**src/hw/dplr_pkg.sv**
```systemverilog
// Package for the dual-port latch RAM: sizes, reset values, sector clock choices.
// Assumes one core clock and an active-low asynchronous reset in every user.
package dplr_pkg;

   // Array shape: 32 nibbles of 4 bits.
   localparam int unsigned DPLR_DEPTH = 32;
   localparam int unsigned DPLR_AW = 5;
   localparam int unsigned DPLR_DW = 4;

   // Core clock figure, kept for timing reference only.
   localparam int unsigned DPLR_CLK_PERIOD_NS = 40;

   // Values after reset; the nibble value also after a configuration clear.
   localparam logic [3:0] DPLR_WORD_RST = 4'h0;
   localparam logic [4:0] DPLR_ADDR_RST = 5'h00;
   localparam logic DPLR_WE_N_RST = 1'b1;

   // Sector clock selection.
   typedef enum logic [1:0] {
      DPLR_SCLK_OFF,
      DPLR_SCLK_TRUE,
      DPLR_SCLK_INV
   } dplr_sclk_t;

endpackage : dplr_pkg

```
**src/hw/dplr_ram.sv**
```systemverilog
// Dual-port 32 x 4 latch RAM block with synchronous or asynchronous write.
// Assumes all inputs are synchronous to CORE_CLK, which stands for the sector clock.
// Contract
// - Thirty-two four-bit nibbles, separate data in/out.
// - Write data input is four bits.
// - Five-bit read address, independent of write.
// - Reads never stalled by write activity.
// - Read path is purely combinational.
// - Front latch passes at load one.
// - Synchronous mode latches address, strobe, data.
// - Front and storage latch form flip-flop.
// - Nibble written only when addressed, loaded, strobed.
// - Both clock selectors switch together.
// - Uses the adjoining sector-column clock.
// - Single-port: write address, bidirectional data.
// - Rightmost instance is single-port only.
// - Configuration clear empties every nibble.
// - Sector clock true, inverted or off.
`timescale 1ns/1ps
module dplr_ram
   import dplr_pkg::*;
#(
   parameter bit RIGHTMOST = 1'b0 // Block sits in the rightmost column.
) (
   input wire logic CORE_CLK, // Sector-column clock source.
   input wire logic RESETN, // Asynchronous reset, active low.
   input wire logic SYNC_MODE, // High for synchronous write.
   input wire dplr_sclk_t SECTOR_CLK_SEL, // Sector clock true, inverted or off.
   input wire logic SINGLE_PORT, // High for single-port use.
   input wire logic CONFIG_CLEAR, // Configuration write to the clear location.
   input wire logic [4:0] WRITE_ADDR, // Write address.
   input wire logic WRITE_STROBE_N, // Write strobe, active low.
   input wire logic [3:0] DIN, // Write data, also data pin level in single-port use.
   output logic [3:0] DIN_OUT, // Read data driven back on the data pins.
   output logic DIN_OE, // Data pins driven by the block.
   input wire logic [4:0] READ_ADDR, // Read address.
   input wire logic OUTPUT_DRIVE_LOW_N, // Output enable, active low.
   output logic [3:0] DOUT_DATA, // Read data.
   output logic DOUT_OE // Read data driven.
);

   // Front-end stage in synchronous mode.
   logic [4:0] fe_addr_ff;
   logic fe_we_n_ff;
   logic [3:0] fe_data_ff;
   logic [4:0] nxt_fe_addr;
   logic nxt_fe_we_n;
   logic [3:0] nxt_fe_data;

   // Sector clock live
   // The block borrows the clock of the sector column up and to its left.
   wire sclk_live;
   // Clock select decode
   // Inverted and true select act alike at cycle level; off stops every load in synchronous mode only.
   assign sclk_live = (SECTOR_CLK_SEL != DPLR_SCLK_OFF);

   // Shared selector load
   // Both selectors follow the one mode bit; asynchronous mode holds load at one.
   wire load_front;
   wire load_store;
   assign load_front = SYNC_MODE ? sclk_live : 1'b1;
   assign load_store = SYNC_MODE ? sclk_live : 1'b1;

   assign nxt_fe_addr = load_front ? WRITE_ADDR : fe_addr_ff;
   assign nxt_fe_we_n = load_front ? WRITE_STROBE_N : fe_we_n_ff;
   assign nxt_fe_data = load_front ? DIN : fe_data_ff;

   always_ff @(posedge CORE_CLK or negedge RESETN) begin
      if (!RESETN) begin
         fe_addr_ff <= DPLR_ADDR_RST;
         fe_we_n_ff <= DPLR_WE_N_RST;
         fe_data_ff <= DPLR_WORD_RST;
      end else begin
         fe_addr_ff <= nxt_fe_addr;
         fe_we_n_ff <= nxt_fe_we_n;
         fe_data_ff <= nxt_fe_data;
      end
   end

   // Latched write inputs
   // Synchronous mode writes from the front stage, one edge behind the pins.
   wire [4:0] wr_addr;
   wire wr_we_n;
   wire [3:0] wr_data;
   assign wr_addr = SYNC_MODE ? fe_addr_ff : WRITE_ADDR;
   assign wr_we_n = SYNC_MODE ? fe_we_n_ff : WRITE_STROBE_N;
   assign wr_data = SYNC_MODE ? fe_data_ff : DIN;

   logic [3:0] words [DPLR_DEPTH];
   wire [DPLR_DEPTH*DPLR_DW-1:0] mem_flat;

   genvar gi;
   generate
      for (gi = 0; gi < DPLR_DEPTH; gi++) begin : g_word
         wire sel_load;
         assign sel_load = (wr_addr == 5'(gi)) && load_store && !wr_we_n;
         dplr_nibble u_nibble (
            .clk(CORE_CLK),
            .rst_n(RESETN),
            .clear(CONFIG_CLEAR),
            .load(sel_load),
            .d(wr_data),
            .q(words[gi])
         );
         assign mem_flat[gi*DPLR_DW +: DPLR_DW] = words[gi];
      end
   endgenerate

   wire single_eff;
   assign single_eff = RIGHTMOST || SINGLE_PORT;

   wire [4:0] rd_addr;
   assign rd_addr = single_eff ? WRITE_ADDR : READ_ADDR;

   wire [3:0] rd_data;
   assign rd_data = words[rd_addr];

   assign DOUT_DATA = rd_data;
   assign DOUT_OE = !OUTPUT_DRIVE_LOW_N;

   // Bidirectional data pins
   // Pins turn around only while no write is asked, so the party's drive never clashes.
   assign DIN_OUT = rd_data;
   assign DIN_OE = single_eff && !OUTPUT_DRIVE_LOW_N && WRITE_STROBE_N;

   // Checks.
   property p_async_write_read;
      @(posedge CORE_CLK) disable iff (!RESETN)
      (!SYNC_MODE && !WRITE_STROBE_N && !CONFIG_CLEAR && !single_eff && (READ_ADDR == WRITE_ADDR))
      ##1 (READ_ADDR == $past(READ_ADDR)) |-> (DOUT_DATA == $past(DIN));
   endproperty
   a_async_write_read: assert property (p_async_write_read) else $error("Async write not seen on read");

   property p_sync_two_stage;
      @(posedge CORE_CLK) disable iff (!RESETN)
      (SYNC_MODE && sclk_live && !WRITE_STROBE_N && !CONFIG_CLEAR)
      ##1 (SYNC_MODE && sclk_live && !CONFIG_CLEAR)
      |=> (words[$past(WRITE_ADDR, 2)] == $past(DIN, 2));
   endproperty
   a_sync_two_stage: assert property (p_sync_two_stage) else $error("Sync write not stored after two edges");

   property p_sync_delay;
      @(posedge CORE_CLK) disable iff (!RESETN)
      (SYNC_MODE && sclk_live && !CONFIG_CLEAR && $past(SYNC_MODE) && $past(sclk_live) && $past(WRITE_STROBE_N))
      |=> $stable(mem_flat);
   endproperty
   a_sync_delay: assert property (p_sync_delay) else $error("Sync write skipped front stage");

   property p_clear;
      @(posedge CORE_CLK) disable iff (!RESETN)
      CONFIG_CLEAR |=> (mem_flat == '0);
   endproperty
   a_clear: assert property (p_clear) else $error("Clear left data behind");

   property p_clk_off_hold;
      @(posedge CORE_CLK) disable iff (!RESETN)
      (SYNC_MODE && (SECTOR_CLK_SEL == DPLR_SCLK_OFF) && !CONFIG_CLEAR) |=> $stable(mem_flat);
   endproperty
   a_clk_off_hold: assert property (p_clk_off_hold) else $error("Write with sector clock off");

   property p_strobe_high_hold;
      @(posedge CORE_CLK) disable iff (!RESETN)
      (!SYNC_MODE && WRITE_STROBE_N && !CONFIG_CLEAR) |=> $stable(mem_flat);
   endproperty
   a_strobe_high_hold: assert property (p_strobe_high_hold) else $error("Write without strobe");

   property p_selectors_together;
      @(posedge CORE_CLK) disable iff (!RESETN)
      (!SYNC_MODE || sclk_live)
      |=> (fe_addr_ff == $past(WRITE_ADDR)) && (fe_we_n_ff == $past(WRITE_STROBE_N)) && (fe_data_ff == $past(DIN));
   endproperty
   a_selectors_together: assert property (p_selectors_together) else $error("Front stage missed an open load");

   property p_front_hold;
      @(posedge CORE_CLK) disable iff (!RESETN)
      (SYNC_MODE && !sclk_live) |=> ($stable(fe_addr_ff) && $stable(fe_we_n_ff) && $stable(fe_data_ff));
   endproperty
   a_front_hold: assert property (p_front_hold) else $error("Front stage moved with load low");

   property p_oe_float;
      @(posedge CORE_CLK) disable iff (!RESETN)
      OUTPUT_DRIVE_LOW_N |-> (!DOUT_OE && !DIN_OE);
   endproperty
   a_oe_float: assert property (p_oe_float) else $error("Output driven while disabled");

   property p_read_indep;
      @(posedge CORE_CLK) disable iff (!RESETN)
      ($stable(mem_flat) && $stable(rd_addr)) |-> $stable(DOUT_DATA);
   endproperty
   a_read_indep: assert property (p_read_indep) else $error("Read moved without cause");

   property p_single_port;
      @(posedge CORE_CLK) disable iff (!RESETN)
      (single_eff && !SYNC_MODE && !WRITE_STROBE_N && !CONFIG_CLEAR)
      ##1 (WRITE_ADDR == $past(WRITE_ADDR)) |-> (DIN_OUT == $past(DIN));
   endproperty
   a_single_port: assert property (p_single_port) else $error("Single-port read misses write");

   property p_rightmost;
      @(posedge CORE_CLK) disable iff (!RESETN)
      RIGHTMOST |-> (DOUT_DATA == words[WRITE_ADDR]);
   endproperty
   a_rightmost: assert property (p_rightmost) else $error("Rightmost block read its read address");

   c_sync_write: cover property (@(posedge CORE_CLK) disable iff (!RESETN)
      SYNC_MODE && sclk_live && !WRITE_STROBE_N ##2 DOUT_OE);
   c_sclk_off_write: cover property (@(posedge CORE_CLK) disable iff (!RESETN)
      SYNC_MODE && !sclk_live && !WRITE_STROBE_N);
   c_async_write: cover property (@(posedge CORE_CLK) disable iff (!RESETN)
      !SYNC_MODE && !WRITE_STROBE_N ##1 DOUT_OE);
   c_clear: cover property (@(posedge CORE_CLK) disable iff (!RESETN) CONFIG_CLEAR ##1 DOUT_OE);
   c_single_read: cover property (@(posedge CORE_CLK) disable iff (!RESETN) DIN_OE);

endmodule : dplr_ram

```
**src/hw/dplr_nibble.sv**
```systemverilog
// One stored nibble of the latch RAM.
// Assumes the caller decodes load from address, strobe and load phase.
`timescale 1ns/1ps
module dplr_nibble
   import dplr_pkg::*;
(
   input wire logic clk, // Core clock.
   input wire logic rst_n, // Asynchronous reset, active low.
   input wire logic clear, // Configuration clear, wins over load.
   input wire logic load, // Open this nibble to the write data.
   input wire logic [3:0] d, // Write data.
   output logic [3:0] q // Stored nibble.
);

   logic [3:0] word_ff;
   logic [3:0] nxt_word;

   assign nxt_word = clear ? DPLR_WORD_RST : (load ? d : word_ff);
   assign q = word_ff;

   always_ff @(posedge clk or negedge rst_n) begin
      if (!rst_n) begin
         word_ff <= DPLR_WORD_RST;
      end else begin
         word_ff <= nxt_word;
      end
   end

endmodule : dplr_nibble

```
**config.mk**
```make
export PLATFORM = sky130hd
export DESIGN_NAME = dplr_ram
export DESIGN_NICKNAME = d
export VERILOG_FILES = /design/src/hw/dplr_pkg.sv /design/src/hw/dplr_ram.sv /design/src/hw/dplr_nibble.sv
export SDC_FILE = /design/constraint.sdc
export NUM_CORES = 1
export LEC_CHECK = 0
export ABC_AREA = 1
export BUFFER_PORTS_ARGS = -buffer_cell sky130_fd_sc_hd__buf_2
export CORE_MARGIN = 3
export CORE_UTILIZATION = 69
export CTS_BUF_LIST = sky130_fd_sc_hd__clkbuf_8
export DETAILED_ROUTE_END_ITERATION = 7
export PLACE_DENSITY = 0.88
export SETUP_SLACK_MARGIN = 0.15
export SYNTH_ARGS = -nofsm -noshare
export SYNTH_HDL_FRONTEND = slang
export SYNTH_HIERARCHICAL = 1
export SYNTH_SLANG_ARGS = --single-unit
```
**constraint.sdc**
```tcl
create_clock -name CORE_CLK -period 3.69 [get_ports CORE_CLK]
set_input_delay 0.738 -clock CORE_CLK [delete_from_list [all_inputs] [get_ports CORE_CLK]]
set_output_delay 0.738 -clock CORE_CLK [all_outputs]
set_load 0.01 [all_outputs]
```
==> flow_metrics.tcl <==
set metrics [dict create \
    outcome "finished clean" \
    clk_latency_ps 450 \
    crit_family "simple AND/OR/NAND/NOR gates" \
    layout_commonest_cell "nand2_1" \
    synthMuxAreaShare_pct 0 \
    yosysSeqAreaShare_pct 43.8 \
    fin_crit_ps 3250 \
    yosys.area_share.simple_pct 43.1 \
    synth_compound_area_share_pct 1.87 \
    grt_use_total_pct 34.6 \
    cts_hold_buffers 0 \
    final_cells 1321 \
    postSynthCellCount 1136 \
    fp-row-count 38 \
    synth_top_family_by_area "simple AND/OR/NAND/NOR gates" \
    max_stage_delay_ps 310 \
    grt_setup_unrepaired "no" \
    start_util_pct 71.6 \
    cp_slowest_cell "nand2_2" \
    grt_max_degree 81 \
    syn_area_um2 7890 \
    synth_cell_type_count 21 \
    place_inst 1289 \
    hold_viol 0 \
    antenna_found_initial 0 \
    post_cts_buffers 0 \
    p_total_mw 3.46 \
    wl_mm 21.0 \
    numCtsBuffers 17 \
    relSlewSlack_pct 58.8 \
    skew_ps 12.3 \
    syn2layout_area_growth_pct 9.04 \
    cts_tree "built" \
    cts_max_level 4 \
    die_area_um2 12800 \
    crit_buf_inv 3 \
    drtAntennaViolNets 0 \
    layout_common_cells "nand2_1 (399), nand3_1 (269), inv_1 (170)" \
    routabilityCongestion 0.970 \
    power-per-cell-area_nw_per_um2 402 \
    clkSlewWorstSetupHoldPaths_ps 80 \
    drtIter0Drc 1076 \
    final_max_slew_viol_count 0 \
    syn_avg_cell_area_um2 6.95 \
    die_h_um 113 \
    worstMarginPinSlew_ps 617 \
    layout.nets 1191 \
    startpoint_type "input port" \
    setup_viol 0 \
    p_leak_nw 4.74 \
    io_pins 33 \
    synth_fp_nets 1159 \
    yosysWarnings 6 \
    fmax_mhz 308 \
    cts_root_buf "clkbuf_8" \
    drt_first_pass_iters 5 \
    clockBufferDepth 2 \
    cp_max_fo 24 \
    synthXorXnorAreaFrac_pct 0 \
    grt_pass1_wl_mm 35.2 \
    drc 0 \
    crit_top_cell "nand2_1" \
    port_buffers 32 \
    hold_path_class "input port to async pin" \
    end_kind "output pin" \
    maxCapViolCount 0 \
    synth_seq_cells 138 \
    num_antenna_cells 0 \
    post-route-period-util_pct 88.1 \
    crit_path_start "SINGLE_PORT" \
    die_x_um 113 \
    grt_overflow 0 \
    synth_fa_ha_area_share_pct 0 \
    viasPerCell 5.80 \
    path_class "input port to output pin" \
    place_ws_ps 493 \
    ir_drop_uv 417 \
    grt_pass1_vias 7261 \
    cp_data_arrival_time_ps 2510 \
    cts_sinks 138 \
    vias 7664 \
    cts_resized 0 \
    drive_gt1_share_pct 10.7 \
    cp_cell_sequence "buf_2 -> inv_2 -> nand2_1 -> nand2_2 -> nand2_1 -> nand3_1 -> nand3_1 -> nand3_1 -> nand2_1 -> nand2_1 -> nand2_1 -> buf_2" \
    wl_per_cell_um 15.9 \
    core_region_area_um2 11000 \
    required_ps 2950 \
    rr_startpoint "fe_addr_ff[1]" \
    dp_hpwl_mm 13.6 \
    final.setup.worst_slack_ps 439 \
    finalSetupTns_ps 0 \
]
-- cells by family (layout without fill, tap and decap cells) --
kind of cell	Yosys count	in the layout
simple gates	769	769
flops	138	138
buf+inv	204	249
compound gates	25	25
-- through the flow --
step | cell area (um^2) | utilization, % | hold slack, ps
finish | 8610 | 78.0 | 247
global route | 8610 | 78.0 | 258
detailed placement | 8160 | 73.9 | 451
floorplan | 7890 | - | 433
CTS | 8610 | 78.0 | 256
global placement | 8160 | 73.9 | 446
-- registers in the layout (all words and copies together), names as in the netlist --
register           count
fe_we_n_ff             1
g_word.u_nibble/q    128
fe_addr_ff             5
fe_data_ff             4
-- synthesized netlist by cell type --
library cell  instances  share of area [%]
nor2_2               32                2.5
a21oi_1               4               0.25
o21ai_4               1               0.21
nand2_2               4               0.32
o21ai_2               3               0.33
dfstp_2               1               0.33
buf_6                 8                1.1
nand2_4               1               0.14
nand3b_1             17                1.6
buf_8                 1               0.19
nand2_8               1               0.25
dfrtp_1             137                 43
nor2_1               46                2.2
buf_2                15               0.95
nand3_1             269                 17
inv_1               167                7.9
clkbuf_1              2              0.095
inv_2                 2              0.095
buf_4                 9               0.86
nand2_1             399                 19
o21ai_0              17                1.1
-- layer usage --
metal  part of all wire, %  global-route usage (%)  vias to the layer above  wire length (um)
met5                     0                       0                        -                 0
met4                   3.6                    15.3                        0               753
met3                    10                    8.66                       71              2110
met2                    46                    54.4                      412              9710
met1                    40                    45.8                     3573              8450
li1                      -                       -                     3608                 -
-- cell type report --
| cell class | instances | area [um^2] |
|---|---|---|
| sequential | 138 | 3450 |
| clock inverter | 10 | 146 |
| multi-input combinational | 794 | 3590 |
| inverter | 169 | 634 |
| fill | 829 | 2420 |
| clock buffer | 22 | 303 |
| tap | 140 | 175 |
| timing repair buffer | 48 | 299 |
-- worst register-to-register path, cell delays in order (launching register included) --
cell and delay [ps]:
dfrtp_1 360, inv_1 60, nand2_1 40, o21ai_0 230, inv_1 110, nor2_1 330
nand2_1 190, nor2_1 310, nor2_2 100, nand2_1 110, nand2_1 60
-- power breakdown --
group          switching [mW]  internal (mW)
clock                   0.564          0.817
combinational           0.391          0.143
sequential             0.0100           1.53
total                   0.966           2.49
-- path summary, 6_finish.rpt --
path / to / slack (ps) / cells past startpoint
max: DIN_OUT[0] / 440 / 12
min: fe_addr_ff[4] / 250 / 1
max reg2reg: g_word[1].u_nibble/q[0] / 1670 / 10
min reg2reg: g_word[19].u_nibble/q[0] / 470 / 2
max in group asynchronous: g_word[16].u_nibble/q[1] / 2620 / 2
min in group CORE_CLK: g_word[19].u_nibble/q[0] / 470 / 2
(Power assumes the default switching activity.)
